### config.mk
export PLATFORM = sky130hd
export DESIGN_NAME = dspt_timer
export DESIGN_NICKNAME = d
export VERILOG_FILES = /design/src/dspt_pkg.sv /design/src/dspt_tick_if.sv /design/src/dspt_prescaler.sv /design/src/dspt_timer.sv
export SDC_FILE = /design/constraint.sdc
export NUM_CORES = 1
export LEC_CHECK = 0
export ABC_AREA = 1
export BUFFER_PORTS_ARGS = -buffer_cell sky130_fd_sc_hd__buf_2
export CAP_MARGIN = 0
export CORE_UTILIZATION = 60
export DETAILED_ROUTE_END_ITERATION = 7
export PLACE_DENSITY = 0.81
export SYNTH_ARGS = -nofsm -noshare
export SYNTH_HDL_FRONTEND = slang
export SYNTH_SLANG_ARGS = --single-unit
### constraint.sdc
create_clock -name pclk -period 3 [get_ports pclk]
set_input_delay 0.3 -clock pclk [delete_from_list [all_inputs] [get_ports pclk]]
set_output_delay 0.3 -clock pclk [all_outputs]
set_load 0.01 [all_outputs]
### src/dspt_pkg.sv
// Constants and types shared by the dual-slope PWM timer files
package dspt_pkg;

	// ------------------------------------------------------------
	// Widths
	// ------------------------------------------------------------
	localparam int unsigned DSPT_ADDR_W = 8;
	localparam int unsigned DSPT_DATA_W = 32;
	localparam int unsigned DSPT_CNT_W  = 16;
	localparam int unsigned DSPT_CS_W   = 3;

	typedef logic [DSPT_CNT_W-1:0] dspt_cnt_t;
	typedef logic [3:0]            dspt_mode_t;
	typedef logic [1:0]            dspt_com_t;
	typedef logic [DSPT_CS_W-1:0]  dspt_cs_t;

	// ------------------------------------------------------------
	// Register byte offsets
	// ------------------------------------------------------------
	localparam logic [7:0] DSPT_OFF_CTRL  = 8'h00;
	localparam logic [7:0] DSPT_OFF_COUNT = 8'h04;
	localparam logic [7:0] DSPT_OFF_CMPA  = 8'h08;
	localparam logic [7:0] DSPT_OFF_CMPB  = 8'h0c;
	localparam logic [7:0] DSPT_OFF_ICAP  = 8'h10;
	localparam logic [7:0] DSPT_OFF_FLAGS = 8'h14;

	// ------------------------------------------------------------
	// Control fields, flag bits, reset values
	// ------------------------------------------------------------
	localparam int unsigned DSPT_CTL_MODE_LSB = 0;
	localparam int unsigned DSPT_CTL_COMA_LSB = 4;
	localparam int unsigned DSPT_CTL_COMB_LSB = 6;
	localparam int unsigned DSPT_CTL_CS_LSB   = 8;
	localparam int unsigned DSPT_CTL_DIRA_BIT = 12;
	localparam int unsigned DSPT_CTL_DIRB_BIT = 13;
	localparam int unsigned DSPT_CTL_W        = 14;
	localparam logic [DSPT_CTL_W-1:0] DSPT_CTL_RST = 14'h0000;

	localparam int unsigned DSPT_FLG_OVF  = 0;
	localparam int unsigned DSPT_FLG_CMPA = 1;
	localparam int unsigned DSPT_FLG_CMPB = 2;
	localparam int unsigned DSPT_FLG_ICAP = 3;
	localparam int unsigned DSPT_FLG_W    = 4;
	localparam logic [DSPT_FLG_W-1:0] DSPT_FLG_RST = 4'h0;

	// ------------------------------------------------------------
	// Waveform modes and TOP values
	// ------------------------------------------------------------
	localparam dspt_mode_t DSPT_MODE_PC8      = 4'h1;
	localparam dspt_mode_t DSPT_MODE_PC9      = 4'h2;
	localparam dspt_mode_t DSPT_MODE_PC10     = 4'h3;
	localparam dspt_mode_t DSPT_MODE_PFC_ICAP = 4'h8;
	localparam dspt_mode_t DSPT_MODE_PFC_CMPA = 4'h9;
	localparam dspt_mode_t DSPT_MODE_PC_ICAP  = 4'ha;
	localparam dspt_mode_t DSPT_MODE_PC_CMPA  = 4'hb;

	localparam dspt_cnt_t DSPT_TOP_8   = 16'h00ff;
	localparam dspt_cnt_t DSPT_TOP_9   = 16'h01ff;
	localparam dspt_cnt_t DSPT_TOP_10  = 16'h03ff;
	localparam dspt_cnt_t DSPT_TOP_MAX = 16'hffff;
	localparam dspt_cnt_t DSPT_BOTTOM  = 16'h0000;
	localparam dspt_cnt_t DSPT_ONE     = 16'h0001;

	// ------------------------------------------------------------
	// Compare output select and prescaler select
	// ------------------------------------------------------------
	localparam dspt_com_t DSPT_COM_OFF    = 2'h0;
	localparam dspt_com_t DSPT_COM_TOGGLE = 2'h1;
	localparam dspt_com_t DSPT_COM_NONINV = 2'h2;
	localparam dspt_com_t DSPT_COM_INV    = 2'h3;

	localparam dspt_cs_t DSPT_CS_STOP    = 3'h0;
	localparam dspt_cs_t DSPT_CS_DIV1    = 3'h1;
	localparam dspt_cs_t DSPT_CS_DIV8    = 3'h2;
	localparam dspt_cs_t DSPT_CS_DIV64   = 3'h3;
	localparam dspt_cs_t DSPT_CS_DIV256  = 3'h4;
	localparam dspt_cs_t DSPT_CS_DIV1024 = 3'h5;

	// Divider exponents for 8, 64, 256, 1024: 3, 6, 8, 10
	localparam int unsigned DSPT_EXP_DIV8    = 3;
	localparam int unsigned DSPT_EXP_DIV64   = 6;
	localparam int unsigned DSPT_EXP_DIV256  = 8;
	localparam int unsigned DSPT_EXP_DIV1024 = 10;

	// Count direction, one-hot
	typedef enum logic [1:0] {
		DSPT_DIR_UP   = 2'b01,
		DSPT_DIR_DOWN = 2'b10
	} dspt_dir_t;

endpackage

### src/dspt_tick_if.sv
// Prescaler select and timer tick between timer core and prescaler
`timescale 1ns/1ps
interface dspt_tick_if;
	import dspt_pkg::*;
	dspt_cs_t csel;
	logic     tick;
	modport ctl (output csel, input tick);
	modport pre (input csel, output tick);
endinterface

### src/dspt_prescaler.sv
// Prescaler making the timer clock enable from the I/O clock
`timescale 1ns/1ps
module dspt_prescaler #(
	parameter int unsigned PRE_W = 10
) (
	// Clock and reset
	input  wire logic   pclk,
	input  wire logic   presetn,
	// Select in, tick out
	dspt_tick_if.pre    tk
);
	import dspt_pkg::*;

	// Elaboration-time refusal of a counter too short for the largest divider
	if (PRE_W < DSPT_EXP_DIV1024) begin : g_bad_pre_w
		$error("dspt_prescaler: PRE_W too small for divide by 1024");
	end

	logic [PRE_W-1:0] pre_q;
	logic [PRE_W-1:0] pre_d;

	function automatic logic [PRE_W-1:0] low_mask(input int unsigned e);
		low_mask = PRE_W'((1 << e) - 1);
	endfunction

	// ------------------------------------------------------------
	// Divider
	// ------------------------------------------------------------
	always_comb begin
		pre_d = (tk.csel == DSPT_CS_STOP) ? '0 : pre_q + PRE_W'(1);
		case (tk.csel)
			DSPT_CS_DIV1:    tk.tick = 1'b1;
			DSPT_CS_DIV8:    tk.tick = (pre_q & low_mask(DSPT_EXP_DIV8)) == '0;
			DSPT_CS_DIV64:   tk.tick = (pre_q & low_mask(DSPT_EXP_DIV64)) == '0;
			DSPT_CS_DIV256:  tk.tick = (pre_q & low_mask(DSPT_EXP_DIV256)) == '0;
			DSPT_CS_DIV1024: tk.tick = (pre_q & low_mask(DSPT_EXP_DIV1024)) == '0;
			default:         tk.tick = 1'b0;
		endcase
	end

	always_ff @(posedge pclk or negedge presetn) begin
		if (!presetn)
			pre_q <= '0;
		else
			pre_q <= pre_d;
	end

endmodule // dspt_prescaler

### src/dspt_timer.sv
// Dual-slope PWM timer with APB registers and two compare outputs
`timescale 1ns/1ps
module dspt_timer
	import dspt_pkg::*;
#(
	parameter int unsigned PRE_W = 10
) (
	// Clock and reset
	input  wire logic                          pclk,
	input  wire logic                          presetn,
	// APB slave
	input  wire logic                          psel,
	input  wire logic                          penable,
	input  wire logic                          pwrite,
	input  wire logic [dspt_pkg::DSPT_ADDR_W-1:0] paddr,
	input  wire logic [dspt_pkg::DSPT_DATA_W-1:0] pwdata,
	output logic      [dspt_pkg::DSPT_DATA_W-1:0] prdata,
	output logic                               pready,
	output logic                               pslverr,
	// Compare output pins
	output logic                               oc_a_pin,
	output logic                               oc_a_oe,
	output logic                               oc_b_pin,
	output logic                               oc_b_oe
);
	import dspt_pkg::*;

	// ------------------------------------------------------------
	// Helpers
	// ------------------------------------------------------------
	function automatic logic is_dual(input dspt_mode_t m);
		case (m)
			DSPT_MODE_PC8, DSPT_MODE_PC9, DSPT_MODE_PC10,
			DSPT_MODE_PFC_ICAP, DSPT_MODE_PFC_CMPA,
			DSPT_MODE_PC_ICAP, DSPT_MODE_PC_CMPA: is_dual = 1'b1;
			default: is_dual = 1'b0;
		endcase
	endfunction

	function automatic logic is_pfc(input dspt_mode_t m);
		is_pfc = (m == DSPT_MODE_PFC_ICAP) || (m == DSPT_MODE_PFC_CMPA);
	endfunction

	function automatic logic a_is_top(input dspt_mode_t m);
		a_is_top = (m == DSPT_MODE_PFC_CMPA) || (m == DSPT_MODE_PC_CMPA);
	endfunction

	function automatic logic icap_is_top(input dspt_mode_t m);
		icap_is_top = (m == DSPT_MODE_PFC_ICAP) || (m == DSPT_MODE_PC_ICAP);
	endfunction

	// Bits kept by a compare write; fixed TOP values are all-ones masks
	function automatic dspt_cnt_t res_mask(input dspt_mode_t m);
		case (m)
			DSPT_MODE_PC8:  res_mask = DSPT_TOP_8;
			DSPT_MODE_PC9:  res_mask = DSPT_TOP_9;
			DSPT_MODE_PC10: res_mask = DSPT_TOP_10;
			default:        res_mask = DSPT_TOP_MAX;
		endcase
	endfunction

	function automatic dspt_cnt_t top_of(input dspt_mode_t m,
		input dspt_cnt_t icap, input dspt_cnt_t cmpa);
		if (a_is_top(m))
			top_of = cmpa;
		else if (icap_is_top(m))
			top_of = icap;
		else
			top_of = res_mask(m);
	endfunction

	function automatic logic mapped(input logic [DSPT_ADDR_W-1:0] a);
		case (a)
			DSPT_OFF_CTRL, DSPT_OFF_COUNT, DSPT_OFF_CMPA,
			DSPT_OFF_CMPB, DSPT_OFF_ICAP, DSPT_OFF_FLAGS: mapped = 1'b1;
			default: mapped = 1'b0;
		endcase
	endfunction

	// Next level of a compare output on a match
	function automatic logic pwm_next(input dspt_com_t com,
		input logic cur, input logic hit, input logic up, input logic tgl);
		pwm_next = cur;
		if (hit) begin
			case (com)
				DSPT_COM_NONINV: pwm_next = !up;
				DSPT_COM_INV:    pwm_next = up;
				DSPT_COM_TOGGLE: pwm_next = tgl ? !cur : cur;
				default:         pwm_next = cur;
			endcase
		end
	endfunction

	// ------------------------------------------------------------
	// State
	// ------------------------------------------------------------
	logic [DSPT_CTL_W-1:0]  ctrl_q, ctrl_d;
	dspt_cnt_t              cnt_q, cnt_d;
	dspt_dir_t              dir_q, dir_d, dir_nx;
	dspt_cnt_t              cnt_nx;
	dspt_cnt_t              abuf_q, abuf_d, bbuf_q, bbuf_d;
	dspt_cnt_t              cmpa_q, cmpa_d, cmpb_q, cmpb_d;
	dspt_cnt_t              icap_q, icap_d;
	logic [DSPT_FLG_W-1:0]  flg_q, flg_d, flg_set, flg_clr;
	logic                   oca_q, oca_d, ocb_q, ocb_d;
	logic [DSPT_DATA_W-1:0] rdata_q, rdata_d;

	dspt_mode_t mode;
	dspt_com_t  com_a, com_b;
	dspt_cnt_t  top;
	logic       dual, run, at_top, at_bot, upd_pt, going_up;
	logic       hit_a, hit_b, tgl_ok, wr, wr_cnt;

	dspt_tick_if tk ();

	dspt_prescaler #(.PRE_W(PRE_W)) u_pre (
		.pclk    (pclk),
		.presetn (presetn),
		.tk      (tk.pre)
	);

	assign mode     = ctrl_q[DSPT_CTL_MODE_LSB +: 4];
	assign com_a    = ctrl_q[DSPT_CTL_COMA_LSB +: 2];
	assign com_b    = ctrl_q[DSPT_CTL_COMB_LSB +: 2];
	assign tk.csel  = ctrl_q[DSPT_CTL_CS_LSB +: DSPT_CS_W];
	assign dual     = is_dual(mode);
	assign top      = top_of(mode, icap_q, cmpa_q);
	assign run      = tk.tick && dual;
	assign at_top   = cnt_q == top;
	assign at_bot   = cnt_q == DSPT_BOTTOM;
	assign upd_pt   = is_pfc(mode) ? at_bot : at_top;
	assign hit_a    = run && (cnt_q == cmpa_q);
	assign hit_b    = run && (cnt_q == cmpb_q);
	assign tgl_ok   = a_is_top(mode);
	assign wr       = psel && penable && pwrite && mapped(paddr);
	assign wr_cnt   = wr && (paddr == DSPT_OFF_COUNT);

	// ------------------------------------------------------------
	// Counter direction
	// ------------------------------------------------------------
	always_comb begin
		case (dir_q)
			DSPT_DIR_UP: begin
				if (at_top) begin
					dir_nx = DSPT_DIR_DOWN;
					cnt_nx = cnt_q - DSPT_ONE;
				end else begin
					dir_nx = DSPT_DIR_UP;
					cnt_nx = cnt_q + DSPT_ONE;
				end
			end
			DSPT_DIR_DOWN: begin
				if (at_bot) begin
					dir_nx = DSPT_DIR_UP;
					cnt_nx = cnt_q + DSPT_ONE;
				end else begin
					dir_nx = DSPT_DIR_DOWN;
					cnt_nx = cnt_q - DSPT_ONE;
				end
			end
			default: begin
				dir_nx = DSPT_DIR_UP;
				cnt_nx = DSPT_BOTTOM;
			end
		endcase
		// The slope a value belongs to is the one leaving it
		going_up = dir_nx == DSPT_DIR_UP;
	end

	// ------------------------------------------------------------
	// Next state of the timer and register file
	// ------------------------------------------------------------
	always_comb begin
		ctrl_d  = ctrl_q;
		cnt_d   = run ? cnt_nx : cnt_q;
		dir_d   = run ? dir_nx : dir_q;
		abuf_d  = abuf_q;
		bbuf_d  = bbuf_q;
		icap_d  = icap_q;
		cmpa_d  = cmpa_q;
		cmpb_d  = cmpb_q;
		flg_clr = '0;

		// Outside the dual-slope modes nothing is double buffered
		if (!dual) begin
			cmpa_d = abuf_q;
			cmpb_d = bbuf_q;
		end else if (run && upd_pt) begin
			cmpa_d = abuf_q;
			cmpb_d = bbuf_q;
		end

		if (wr) begin
			case (paddr)
				DSPT_OFF_CTRL:  ctrl_d = pwdata[DSPT_CTL_W-1:0];
				DSPT_OFF_COUNT: cnt_d  = pwdata[DSPT_CNT_W-1:0];
				DSPT_OFF_CMPA:
					abuf_d = pwdata[DSPT_CNT_W-1:0] & res_mask(mode);
				DSPT_OFF_CMPB:
					bbuf_d = pwdata[DSPT_CNT_W-1:0] & res_mask(mode);
				DSPT_OFF_ICAP:  icap_d = pwdata[DSPT_CNT_W-1:0];
				DSPT_OFF_FLAGS: flg_clr = pwdata[DSPT_FLG_W-1:0];
				default:        ctrl_d = ctrl_q;
			endcase
		end

		flg_set = '0;
		flg_set[DSPT_FLG_OVF]  = run && at_bot;
		flg_set[DSPT_FLG_CMPA] = hit_a || (run && at_top && a_is_top(mode));
		flg_set[DSPT_FLG_CMPB] = hit_b;
		flg_set[DSPT_FLG_ICAP] = run && at_top && icap_is_top(mode);
		// A flag raised in the cycle it is cleared survives
		flg_d = (flg_q & ~flg_clr) | flg_set;

		oca_d = pwm_next(com_a, oca_q, hit_a, going_up, tgl_ok);
		ocb_d = pwm_next(com_b, ocb_q, hit_b, going_up, 1'b0);

		// Read data is prepared in the setup phase
		rdata_d = rdata_q;
		if (psel && !penable && !pwrite) begin
			rdata_d = '0;
			case (paddr)
				DSPT_OFF_CTRL:  rdata_d[DSPT_CTL_W-1:0] = ctrl_q;
				DSPT_OFF_COUNT: rdata_d[DSPT_CNT_W-1:0] = cnt_q;
				DSPT_OFF_CMPA:  rdata_d[DSPT_CNT_W-1:0] = abuf_q;
				DSPT_OFF_CMPB:  rdata_d[DSPT_CNT_W-1:0] = bbuf_q;
				DSPT_OFF_ICAP:  rdata_d[DSPT_CNT_W-1:0] = icap_q;
				DSPT_OFF_FLAGS: rdata_d[DSPT_FLG_W-1:0] = flg_q;
				default:        rdata_d = '0;
			endcase
		end
	end

	always_ff @(posedge pclk or negedge presetn) begin
		if (!presetn) begin
			ctrl_q  <= DSPT_CTL_RST;
			cnt_q   <= DSPT_BOTTOM;
			dir_q   <= DSPT_DIR_UP;
			abuf_q  <= DSPT_BOTTOM;
			bbuf_q  <= DSPT_BOTTOM;
			cmpa_q  <= DSPT_BOTTOM;
			cmpb_q  <= DSPT_BOTTOM;
			icap_q  <= DSPT_BOTTOM;
			flg_q   <= DSPT_FLG_RST;
			oca_q   <= 1'b0;
			ocb_q   <= 1'b0;
			rdata_q <= '0;
		end else begin
			ctrl_q  <= ctrl_d;
			cnt_q   <= cnt_d;
			dir_q   <= dir_d;
			abuf_q  <= abuf_d;
			bbuf_q  <= bbuf_d;
			cmpa_q  <= cmpa_d;
			cmpb_q  <= cmpb_d;
			icap_q  <= icap_d;
			flg_q   <= flg_d;
			oca_q   <= oca_d;
			ocb_q   <= ocb_d;
			rdata_q <= rdata_d;
		end
	end

	// ------------------------------------------------------------
	// Bus answer and pins
	// ------------------------------------------------------------
	assign prdata  = rdata_q;
	assign pready  = 1'b1;
	assign pslverr = psel && penable && !mapped(paddr);

	// Toggle select drives only output A, and only with compare A as TOP
	assign oc_a_pin = oca_q;
	assign oc_b_pin = ocb_q;
	assign oc_a_oe = ctrl_q[DSPT_CTL_DIRA_BIT] && (com_a[1] ||
		(com_a == DSPT_COM_TOGGLE && tgl_ok));
	assign oc_b_oe = ctrl_q[DSPT_CTL_DIRB_BIT] && com_b[1];
endmodule // dspt_timer

==> reports/results.ini, run 1 <==
[die]
die_w_um=120.2
ios=83
start_util_pct=62.28
rows=42
core_um2=13450
die-area_um2=14440
die_y_um=120.2

[drt]
ant_nets=0
wire_per_inst_um=18.54
first_pass_iters=6
drt_iter0_markers=1259
wl_um=25860
num_vias=8407
drcViolationCount=0
drt-vias-per-instance=6.027

[clock_network]
htree_levels=4
clk_pin_slew_worst_paths_ns=0.06
cts-root-buf=clkbuf_16
cts_buffer_depth=2
post_cts_buffers=0
cts_tree=built
clock-sinks=144
worst_skew_pair.late_latency_ns=0.43
numCtsBuffers=17

[job]
drv_cap=0

[logic_synthesis]
syn_area_per_cell_um2=7.369
ys_ff_latch=144
seq_area_frac_synth_pct=43.03
syn_area_um2=8378
syn_inst=1137
ys_warn_count=0
synth_cell_type_count=42
synth_edf_count=0
ys.flop_type=dfrtp_1
async_reset_ff_share_pct=100.0

[timing]
finalSetupViolations=0
clock.fmax_mhz=357.7
relSlewSlack_pct=48.88
clock_skew_ns=0.008184
fin_setup_tns_ns=0
tightest_slew_ns=0.7475
finalCriticalPeriod_ns=2.796
worst_slack_ns=0.2043
rsz0062_at_grt=false
slew_violations=0
hold_viol=0
post-route-period-util_pct=93.19

[critical_path]
cp.required_ns=3.31
crit_path_end_kind=flip-flop
cp-start-kind=flip-flop
crit_arrival_ns=3.11
crit_fanout=19
criticalPathCategory=flip-flop to flip-flop

[final_layout]
antenna_cells=0
n_fill_cell=1073
syn_to_final_growth_pct=14.95
regArea_um2=3605
nets=1257
multiInputGateArea_um2=3929
drive_above_1_share_pct=11.89

[place]
pre_cts_ws_ns=0.2446
place_congestion=0.9639
port_buffers=49
dp_hpwl_um=18270

[grt]
antenna_found_initial=0
grt_max_degree=83
grt_util_all_layers_pct=37.76
grt_pass1_vias=7881
grt_pass1_wl_um=41330
grt.overflow.total=0

[power_and_ir_drop]
p_sw_w=0.001053
switching_share_pct=23.96
power.leakage_nw=4.690
ir_worst_vdd_mv=0.5529
power_frac_seq_pct=45.1
power_density_nw_per_um2=456.5
clkPwrFrac_pct=50.4
intPower_w=0.003343
combPwrFrac_pct=4.6

[status]
status=completed

[min_path]
hold_class=input pin to flip-flop

## critical path: stages (launching register included)
cell and delay (ns):
dfrtp_1 0.39, inv_2 0.14, nand2_1 0.10, nand2_1 0.31
nand3_1 0.21, nand3_1 0.11, nand2_1 0.06, nor2_1 0.09
nand2_1 0.11, nor2_4 0.21, nand2_2 0.16, o21ai_1 0.11
nand3_1 0.12, o21ai_4 0.20, clkbuf_16 0.29, o21ai_1 0.08
## worst paths after layout
path,from,to,slack (ns),depth (start not counted)
worst max-delay path,ctrl_q[0],cmpb_q[4],0.20,15
worst min-delay path,pwdata[2],cnt_q[2],0.14,3
worst max register to register,ctrl_q[0],cmpb_q[4],0.20,15
worst min register to register,u_pre.pre_q[0],u_pre.pre_q[0],0.46,1
max in group asynchronous,presetn,dir_q[0],1.69,3
min in group asynchronous,presetn,cnt_q[15],0.49,2
## Yosys cell counts (3+ instances only)
cell type | n | area share, %
a211oi_1 | 3 | 0.27
a21oi_1 | 41 | 2.4
a221oi_1 | 11 | 1.1
a2bb2oi_1 | 8 | 0.84
a31oi_1 | 7 | 0.52
a32oi_1 | 3 | 0.31
buf_2 | 8 | 0.48
buf_4 | 23 | 2.1
clkbuf_1 | 29 | 1.3
clkinv_1 | 3 | 0.13
dfrtp_1 | 143 | 43
ha_1 | 6 | 0.90
inv_1 | 151 | 6.8
inv_2 | 5 | 0.22
nand2_1 | 290 | 13
nand3_1 | 61 | 3.6
nand3b_1 | 7 | 0.63
nand4_1 | 20 | 1.5
nor2_1 | 81 | 3.6
nor2_4 | 3 | 0.40
nor3_1 | 11 | 0.66
o211ai_1 | 4 | 0.36
o21ai_0 | 105 | 6.3
o21ai_1 | 38 | 2.3
o22ai_1 | 14 | 1.0
xnor2_1 | 9 | 0.94
xor2_1 | 32 | 3.3
## layout make-up
class                      instances  area share [%]
clock buffer                      20           4.846
clock inverter                    12           1.533
inverter                         159           6.197
timing repair buffer              96           6.912
tap                              176           2.287
sequential                       144           37.43
multi-input combinational        788           40.80
## power by group through the flow
stage                     clock (W)  sequential, W  combinational, W
after global routing        0.00229        0.00198          0.000224
after floorplan                   0        0.00203         0.0000826
after detailed placement          0        0.00202          0.000198
after CTS                   0.00220        0.00198          0.000202
after global placement            0        0.00202          0.000196
final                       0.00221        0.00198          0.000202
## placed cells by master (no fill, tap or decap), types with 3 or more instances in the layout
cell type / count
ha_1: 6
clkinvlp_4: 4
dfrtp_1: 143
nand3b_1: 7
inv_2: 5
a31oi_1: 7
nor2_4: 4
nor3_1: 11
a32oi_1: 3
a2bb2oi_1: 8
o211ai_1: 4
a21oi_1: 40
clkbuf_16: 18
clkinv_1: 3
buf_4: 41
inv_1: 151
a221oi_1: 11
a211oi_1: 3
conb_1: 17
nor2_1: 81
inv_6: 3
nand2_1: 290
clkbuf_8: 3
xnor2_1: 9
o22ai_1: 14
nand3_1: 61
buf_12: 3
buf_2: 48
o21ai_0: 105
o21ai_1: 38
nand4_1: 20
xor2_1: 32
## through the flow
step	power, W	instances	cell area (um2)	hold slack [ns]	utilization (%)
floorplan	0.002111	1152	8434	0.004409	-
global placement	0.002211	1361	8964	0.3831	66.63
detailed placement	0.002215	1361	8964	0.4001	66.63
CTS	0.004383	1394	9588	0.1337	71.27
global route	0.004498	1395	9630	0.1592	71.59
finish	0.004397	1395	9630	0.1420	71.59
## cells by family (layout without fill, tap and decap cells)
| group | count (synthesis) | after routing | synth area share, % |
|---|---|---|---|
| XOR/XNOR | 41 | 41 | 4.286 |
| AO/OA/AOI/OAI | 241 | 241 | 16.20 |
| other | 2 | 17 | 0.08964 |
| flip-flops | 144 | 144 | 43.03 |
| adder cells (fa/ha/maj) | 6 | 6 | 0.8960 |
| buffers and inverters | 220 | 287 | 11.01 |
| AND/OR/NAND/NOR | 483 | 483 | 24.49 |
## sequential cells by signal (all words and copies together), names as in the netlist, 14 cells and up
| signal | count |
|---|---|
| abuf_q | 16 |
| bbuf_q | 16 |
| cmpa_q | 16 |
| cmpb_q | 16 |
| cnt_q | 16 |
| ctrl_q | 14 |
| icap_q | 16 |
| prdata | 16 |
## timing repair
item	CTS	global route
hold endpoints to repair	80	0
hold buffers	1	0
gates resized for setup	0	4
setup endpoints to repair	0	17
## metal layers
layer  track usage (%)  vias to the layer above  wire (um)
met5                 0                        -          0
met4             14.45                        0        915
met3             8.840                       77       3262
met2             57.15                      602      11450
met1             52.59                     3922      10230
li1                  -                     3806          -
No activity file was read; power rests on OpenSTA's default activity.
==> inputs of run 2 (changes only) <==
Settings changed: CORE_UTILIZATION 60 to 62, CTS_BUF_LIST from default to sky130_fd_sc_hd__clkbuf_8, PLACE_DENSITY 0.81 to 0.83.
==> run 2 against run 1 <==
Net effect:
- flip-flop and latch count is the same
- sequential power is essentially flat
- critical path type unchanged
- final cell count shrank 0.50%
- highest routed layer unchanged
==> reports/results.ini, run 2 (same netlist as run 1, synthesis figures left out) <==
[status]
status=completed

[critical_path]
r2r_start=ctrl_q[2]
worstRegToRegCells=16  ; +1
cpMaxStageDelayCell=dfrtp_1
criticalPathCategory=flip-flop to flip-flop
cp.required_ns=3.38  ; +0.07 ns
path_cells=inv_2, nand2_2, nor2_4, nand2_1, nand4_1, nand2_1, nor2_1, nand2_1, nor2_4, nand2_2, o21ai_1, nand3_1, o21ai_4, buf_12, nand2_1, o21ai_1
rrSetupSlack_ns=0.17  ; -0.03 ns
crit_fanout=45  ; +26
crit_path_frequent_cell=nand2_1
crit_arrival_ns=3.21  ; +0.10 ns
crit_path_end_kind=flip-flop
reg2reg_to=cmpa_q[11]
cp-start-kind=flip-flop
slowest_delay_ns=0.46  ; +0.07 ns

[clock_network]
cts_buffer_depth=2  ; unchanged
clock-sinks=144  ; unchanged
cts-root-buf=clkbuf_8
clk_pin_slew_worst_paths_ns=0.08  ; +0.02 ns
numCtsBuffers=17  ; unchanged
worst_skew_pair.late_latency_ns=0.46  ; +0.03 ns
post_cts_buffers=0  ; unchanged
cts_tree=built
htree_levels=4  ; unchanged

[job]
drv_cap=0  ; unchanged

[timing]
finalCriticalPeriod_ns=2.827  ; +0.03120 ns
clock.fmax_mhz=353.7  ; -1.1%
hold_viol=0  ; unchanged
relSlewSlack_pct=52.77  ; +3.9 points
finalSetupViolations=0  ; unchanged
clock_skew_ns=0.009167  ; +0.0009821 ns
tightest_slew_ns=0.7076  ; -0.03992 ns
post-route-period-util_pct=94.23  ; +1.0 points
slew_violations=0  ; unchanged
fin_setup_tns_ns=0  ; unchanged
rsz0062_at_grt=false

[drt]
first_pass_iters=6  ; unchanged
wire_per_inst_um=17.57  ; -5.2%
drcViolationCount=0  ; unchanged
ant_nets=0  ; unchanged
drt_iter0_markers=1069  ; -15%
wl_um=24390  ; -5.7%
drt-vias-per-instance=5.831  ; -3.2%
num_vias=8094  ; -3.7%

[place]
placedCellCount=1356  ; -0.37%
port_buffers=49  ; unchanged
place_congestion=0.9926  ; +3.0%
dp_hpwl_um=18010  ; -1.4%

[grt]
grt_pass1_vias=7348  ; -6.8%
grt_max_degree=75  ; -9.6%
grt_util_all_layers_pct=36.78  ; -0.97 points
antenna_found_initial=0  ; unchanged
grt_pass1_wl_um=38980  ; -5.7%
grt.overflow.total=0  ; unchanged

[power_and_ir_drop]
ir_worst_vdd_mv=0.4384  ; -21%
power.leakage_nw=4.547  ; -3.0%
power_density_nw_per_um2=392.8  ; -14%

[final_layout]
final_util_pct=70.57  ; -1.0 points
final_common_cell=nand2_1
syn_to_final_growth_pct=11.10
n_fill_cell=1106  ; +3.1%
nets=1251  ; -0.48%
antenna_cells=0  ; unchanged
layout_common_cells=nand2_1 (290), inv_1 (152), dfrtp_1 (143)
multiInputGateArea_um2=3928  ; about the same
final_cells=1388  ; -0.50%
drive_above_1_share_pct=11.39  ; -0.51 points
regArea_um2=3605  ; unchanged

[min_path]
hold_class=input pin to flip-flop
hp-start=pwdata[2]
holdPathEnd=cnt_q[2]
min_path_cells=3  ; unchanged

[die]
die-area_um2=13980  ; -3.2%
die_w_um=118.2  ; -1.6%
core_um2=13190  ; -2.0%
die_y_um=118.2  ; -1.6%
rows=42  ; unchanged
start_util_pct=63.52  ; +1.2 points
ios=83  ; unchanged

-- run 2: cell count changes in the layout (fill, tap and decap cells not counted), sizes merged --
cell / change
clkinvlp: -1
clkinv: +3
bufinv: -1
clkbuf: -2
buf: -5
inv: -1
-- run 2: what timing repair did --
action / CTS / global route
gates resized for setup: 0 / 3
hold endpoints to repair: 70 / 0
endpoints found under the setup margin: 0 / 30
hold buffers: 1 / 0
-- run 2: worst max path at each step --
stage | end | slack (ns) | from
6_report | cmpa_q[11] | 0.17 | ctrl_q[2]
5_1_grt | cmpb_q[11] | 0.03 | ctrl_q[0]
4_1_cts | cmpb_q[11] | 0.21 | ctrl_q[2]
3_5_place_dp | cmpb_q[7] | 0.24 | ctrl_q[2]
3_3_place_gp | cmpb_q[1] | 0.31 | ctrl_q[2]
2_1_floorplan | cmpa_q[6] | 0.70 | cnt_q[0]
-- run 2: cell type report --
cell class	count	share of cell area [%]
sequential	144	38.73
multi-input combinational	788	42.20
clock buffer	19	2.810
clock inverter	12	1.183
timing repair buffer	90	6.305
inverter	159	6.412
tap	176	2.366
-- run 2: where the power goes --
group          leakage [nW]  internal (W)  switching [W]
combinational          2.58     0.0000641       0.000133
sequential             1.78       0.00196      0.0000142
clock                 0.186      0.000698       0.000783
-- run 2: critical path: cells and delay by family (launching register included) --
family	cells	cell delay (ns)
compound gates	3	0.34
buf+inv	2	0.41
flops	1	0.46
simple gates	11	1.55
-- run 2: per-layer routing --
layer  routed length [um]  GRT usage (%)
met1                10000          51.72
met2                10790          54.34
met3                 2889          9.266
met4                  713          15.06
met5                    0              0
-- run 2: stage by stage --
step	setup slack (ns)	hold slack, ns	power [W]	cell area (um2)
finish	0.1731	0.1120	0.003656	9308
global placement	0.3097	0.3680	0.002210	8914
global route	0.02605	0.1034	0.003756	9308
CTS	0.2082	0.1015	0.003659	9295
floorplan	0.6952	0.004409	0.002111	8434
detailed placement	0.2443	0.3606	0.002212	8914
==> inputs of run 3 (changes only) <==
Settings changed: PLACE_DENSITY 0.83 to 0.79.
==> run 3 against run 2 <==
Net effect:
- non-clock buffer count shrank 5
- fmax grew 2.0%
- register-to-register slack improved by 0.06 ns
- sequential power hardly changed
- worst setup slack better by 0.056 ns
- utilization increased by 0.39 points
- highest routed layer unchanged
==> reports/results.ini, run 3 (same netlist as run 1, synthesis figures left out) <==
[status]
status=completed

[timing]
fin_setup_tns_ns=0  ; unchanged
clock_skew_ns=0.01530  ; +0.006135 ns
worst_slack_ns=0.2292  ; +0.05608 ns
hold_viol=0  ; unchanged
slew_violations=0  ; unchanged
rsz0062_at_grt=false
relSlewSlack_pct=44.51  ; -8.3 points
finalSetupViolations=0  ; unchanged
clock.fmax_mhz=360.9  ; +2.0%
post-route-period-util_pct=92.36  ; -1.9 points
finalCriticalPeriod_ns=2.771  ; -0.05608 ns
tightest_slew_ns=0.8261  ; +0.1184 ns

[critical_path]
cp-startpoint=ctrl_q[2]
cp.required_ns=3.35  ; -0.03 ns
r2r_start=ctrl_q[2]
crit_arrival_ns=3.13  ; -0.08 ns
criticalPathCategory=flip-flop to flip-flop
crit_path_end_kind=flip-flop
rrSetupSlack_ns=0.23  ; +0.06 ns
cp-start-kind=flip-flop
crit_fanout=22  ; -51%

[power_and_ir_drop]
power_density_nw_per_um2=403.6  ; +2.7%
power.leakage_nw=4.559  ; +0.24%
ir_worst_vdd_mv=0.3498  ; -20%

[final_layout]
antenna_cells=0  ; unchanged
drive_above_1_share_pct=11.27  ; -0.12 points
layout_common_cells=nand2_1 (288), inv_1 (153), dfrtp_1 (142)
nets=1246  ; -0.40%
final_common_cell=nand2_1
syn_to_final_growth_pct=11.71

[clock_network]
worst_skew_pair.late_latency_ns=0.47  ; about the same
cts-root-buf=clkbuf_8
cts_buffer_depth=2  ; unchanged
htree_levels=4  ; unchanged
cts_tree=built
numCtsBuffers=17  ; unchanged
clock-sinks=144  ; unchanged
clk_pin_slew_worst_paths_ns=0.08  ; about the same

[die]
start_util_pct=63.52  ; unchanged
rows=42  ; unchanged
die_w_um=118.2  ; unchanged
die_y_um=118.2  ; unchanged
die-area_um2=13980  ; unchanged
core_um2=13190  ; unchanged
ios=83  ; unchanged

[grt]
grt_pass1_wl_um=39650  ; +1.7%
antenna_found_initial=0  ; unchanged
grt_pass1_vias=7412  ; +0.87%
grt_util_all_layers_pct=37.29  ; +0.50 points
grt_max_degree=78  ; +4.0%
grt.overflow.total=0  ; unchanged

[drt]
drt-vias-per-instance=5.890  ; +1.0%
drt_iter0_markers=1212  ; +13%
wl_um=24870  ; +2.0%
drcViolationCount=0  ; unchanged
ant_nets=0  ; unchanged
num_vias=8146  ; +0.64%
wire_per_inst_um=17.98  ; +2.3%
first_pass_iters=5  ; -1

[place]
port_buffers=49  ; unchanged
place_congestion=0.9624  ; -3.0%
dp_hpwl_um=17910  ; -0.57%
pre_cts_ws_ns=0.1648  ; -0.07951 ns

[min_path]
hold_class=input pin to flip-flop
hp-start=pwdata[2]

[job]
drv_cap=0  ; unchanged

[run 3: what timing repair did]
item / 4_1_cts / 5_1_grt
resized for setup: 0 / 9
hold buffers: 1 / 0
endpoints found under the setup margin: 0 / 44
endpoints found under the hold margin: 73 / 0
setup buffers: 0 / 0
[run 3: layer usage]
layer  part of all wire (%)  vias to the layer above  GRT usage [%]  wire length, um
met5                      0                        -              0                0
met4                    3.6                        0          14.66              904
met3                     11                       85          9.942             2764
met2                     43                      504          53.79            10760
met1                     42                     3773          53.39            10450
li1                       -                     3784              -                -
[run 3: worst paths after layout]
kind,end,cells past startpoint
hold reg to reg,u_pre.pre_q[0],1
max in group asynchronous,abuf_q[4],3
setup reg to reg,cmpb_q[4],15
hold / removal,cnt_q[2],3
setup / recovery,cmpb_q[4],15
min in group asynchronous,cmpb_q[10],2
[run 3: per-stage QoR]
stage	utilization (%)	hold slack, ns	instances	total power (W)	area (um2)
final	70.95	0.1051	1383	0.003778	9359
after global routing	70.95	0.1183	1383	0.003896	9359
after CTS	70.53	0.09161	1382	0.003793	9303
after detailed placement	67.43	0.3895	1350	0.002214	8894
after global placement	67.43	0.3885	1350	0.002211	8894
after floorplan	-	0.004409	1152	0.002111	8434
[run 3: where the power goes]
| group | internal, W | leakage (nW) | total (W) | switching, W |
|---|---|---|---|---|
| Sequential | 0.00196 | 1.78 | 0.00198 | 0.0000145 |
| Clock | 0.000817 | 0.202 | 0.00160 | 0.000782 |
| Combinational | 0.0000651 | 2.58 | 0.000200 | 0.000135 |
[run 3: layout make-up]
type	count	area, um2
multi-input cells	788	3943
fillers	1102	3831
flip-flops and latches	144	3606
inverters	159	599.3
repair buffers	85	591.8
clock buffers	17	234.0
well taps	176	220.2
clock inverters	14	165.2
[run 3: worst max-delay path, stage by stage (launching register included)]
cell,delay (ns)
dfrtp_1,0.46
inv_2,0.19
nand2_4,0.15
nor2_4,0.26
nand2_1,0.17
nand3_1,0.11
nand2_1,0.06
nor2_1,0.10
nand2_1,0.09
nor2_4,0.17
nand2_2,0.15
o21ai_1,0.10
nand3_1,0.12
o21ai_4,0.16
clkbuf_16,0.26
o21ai_1,0.09
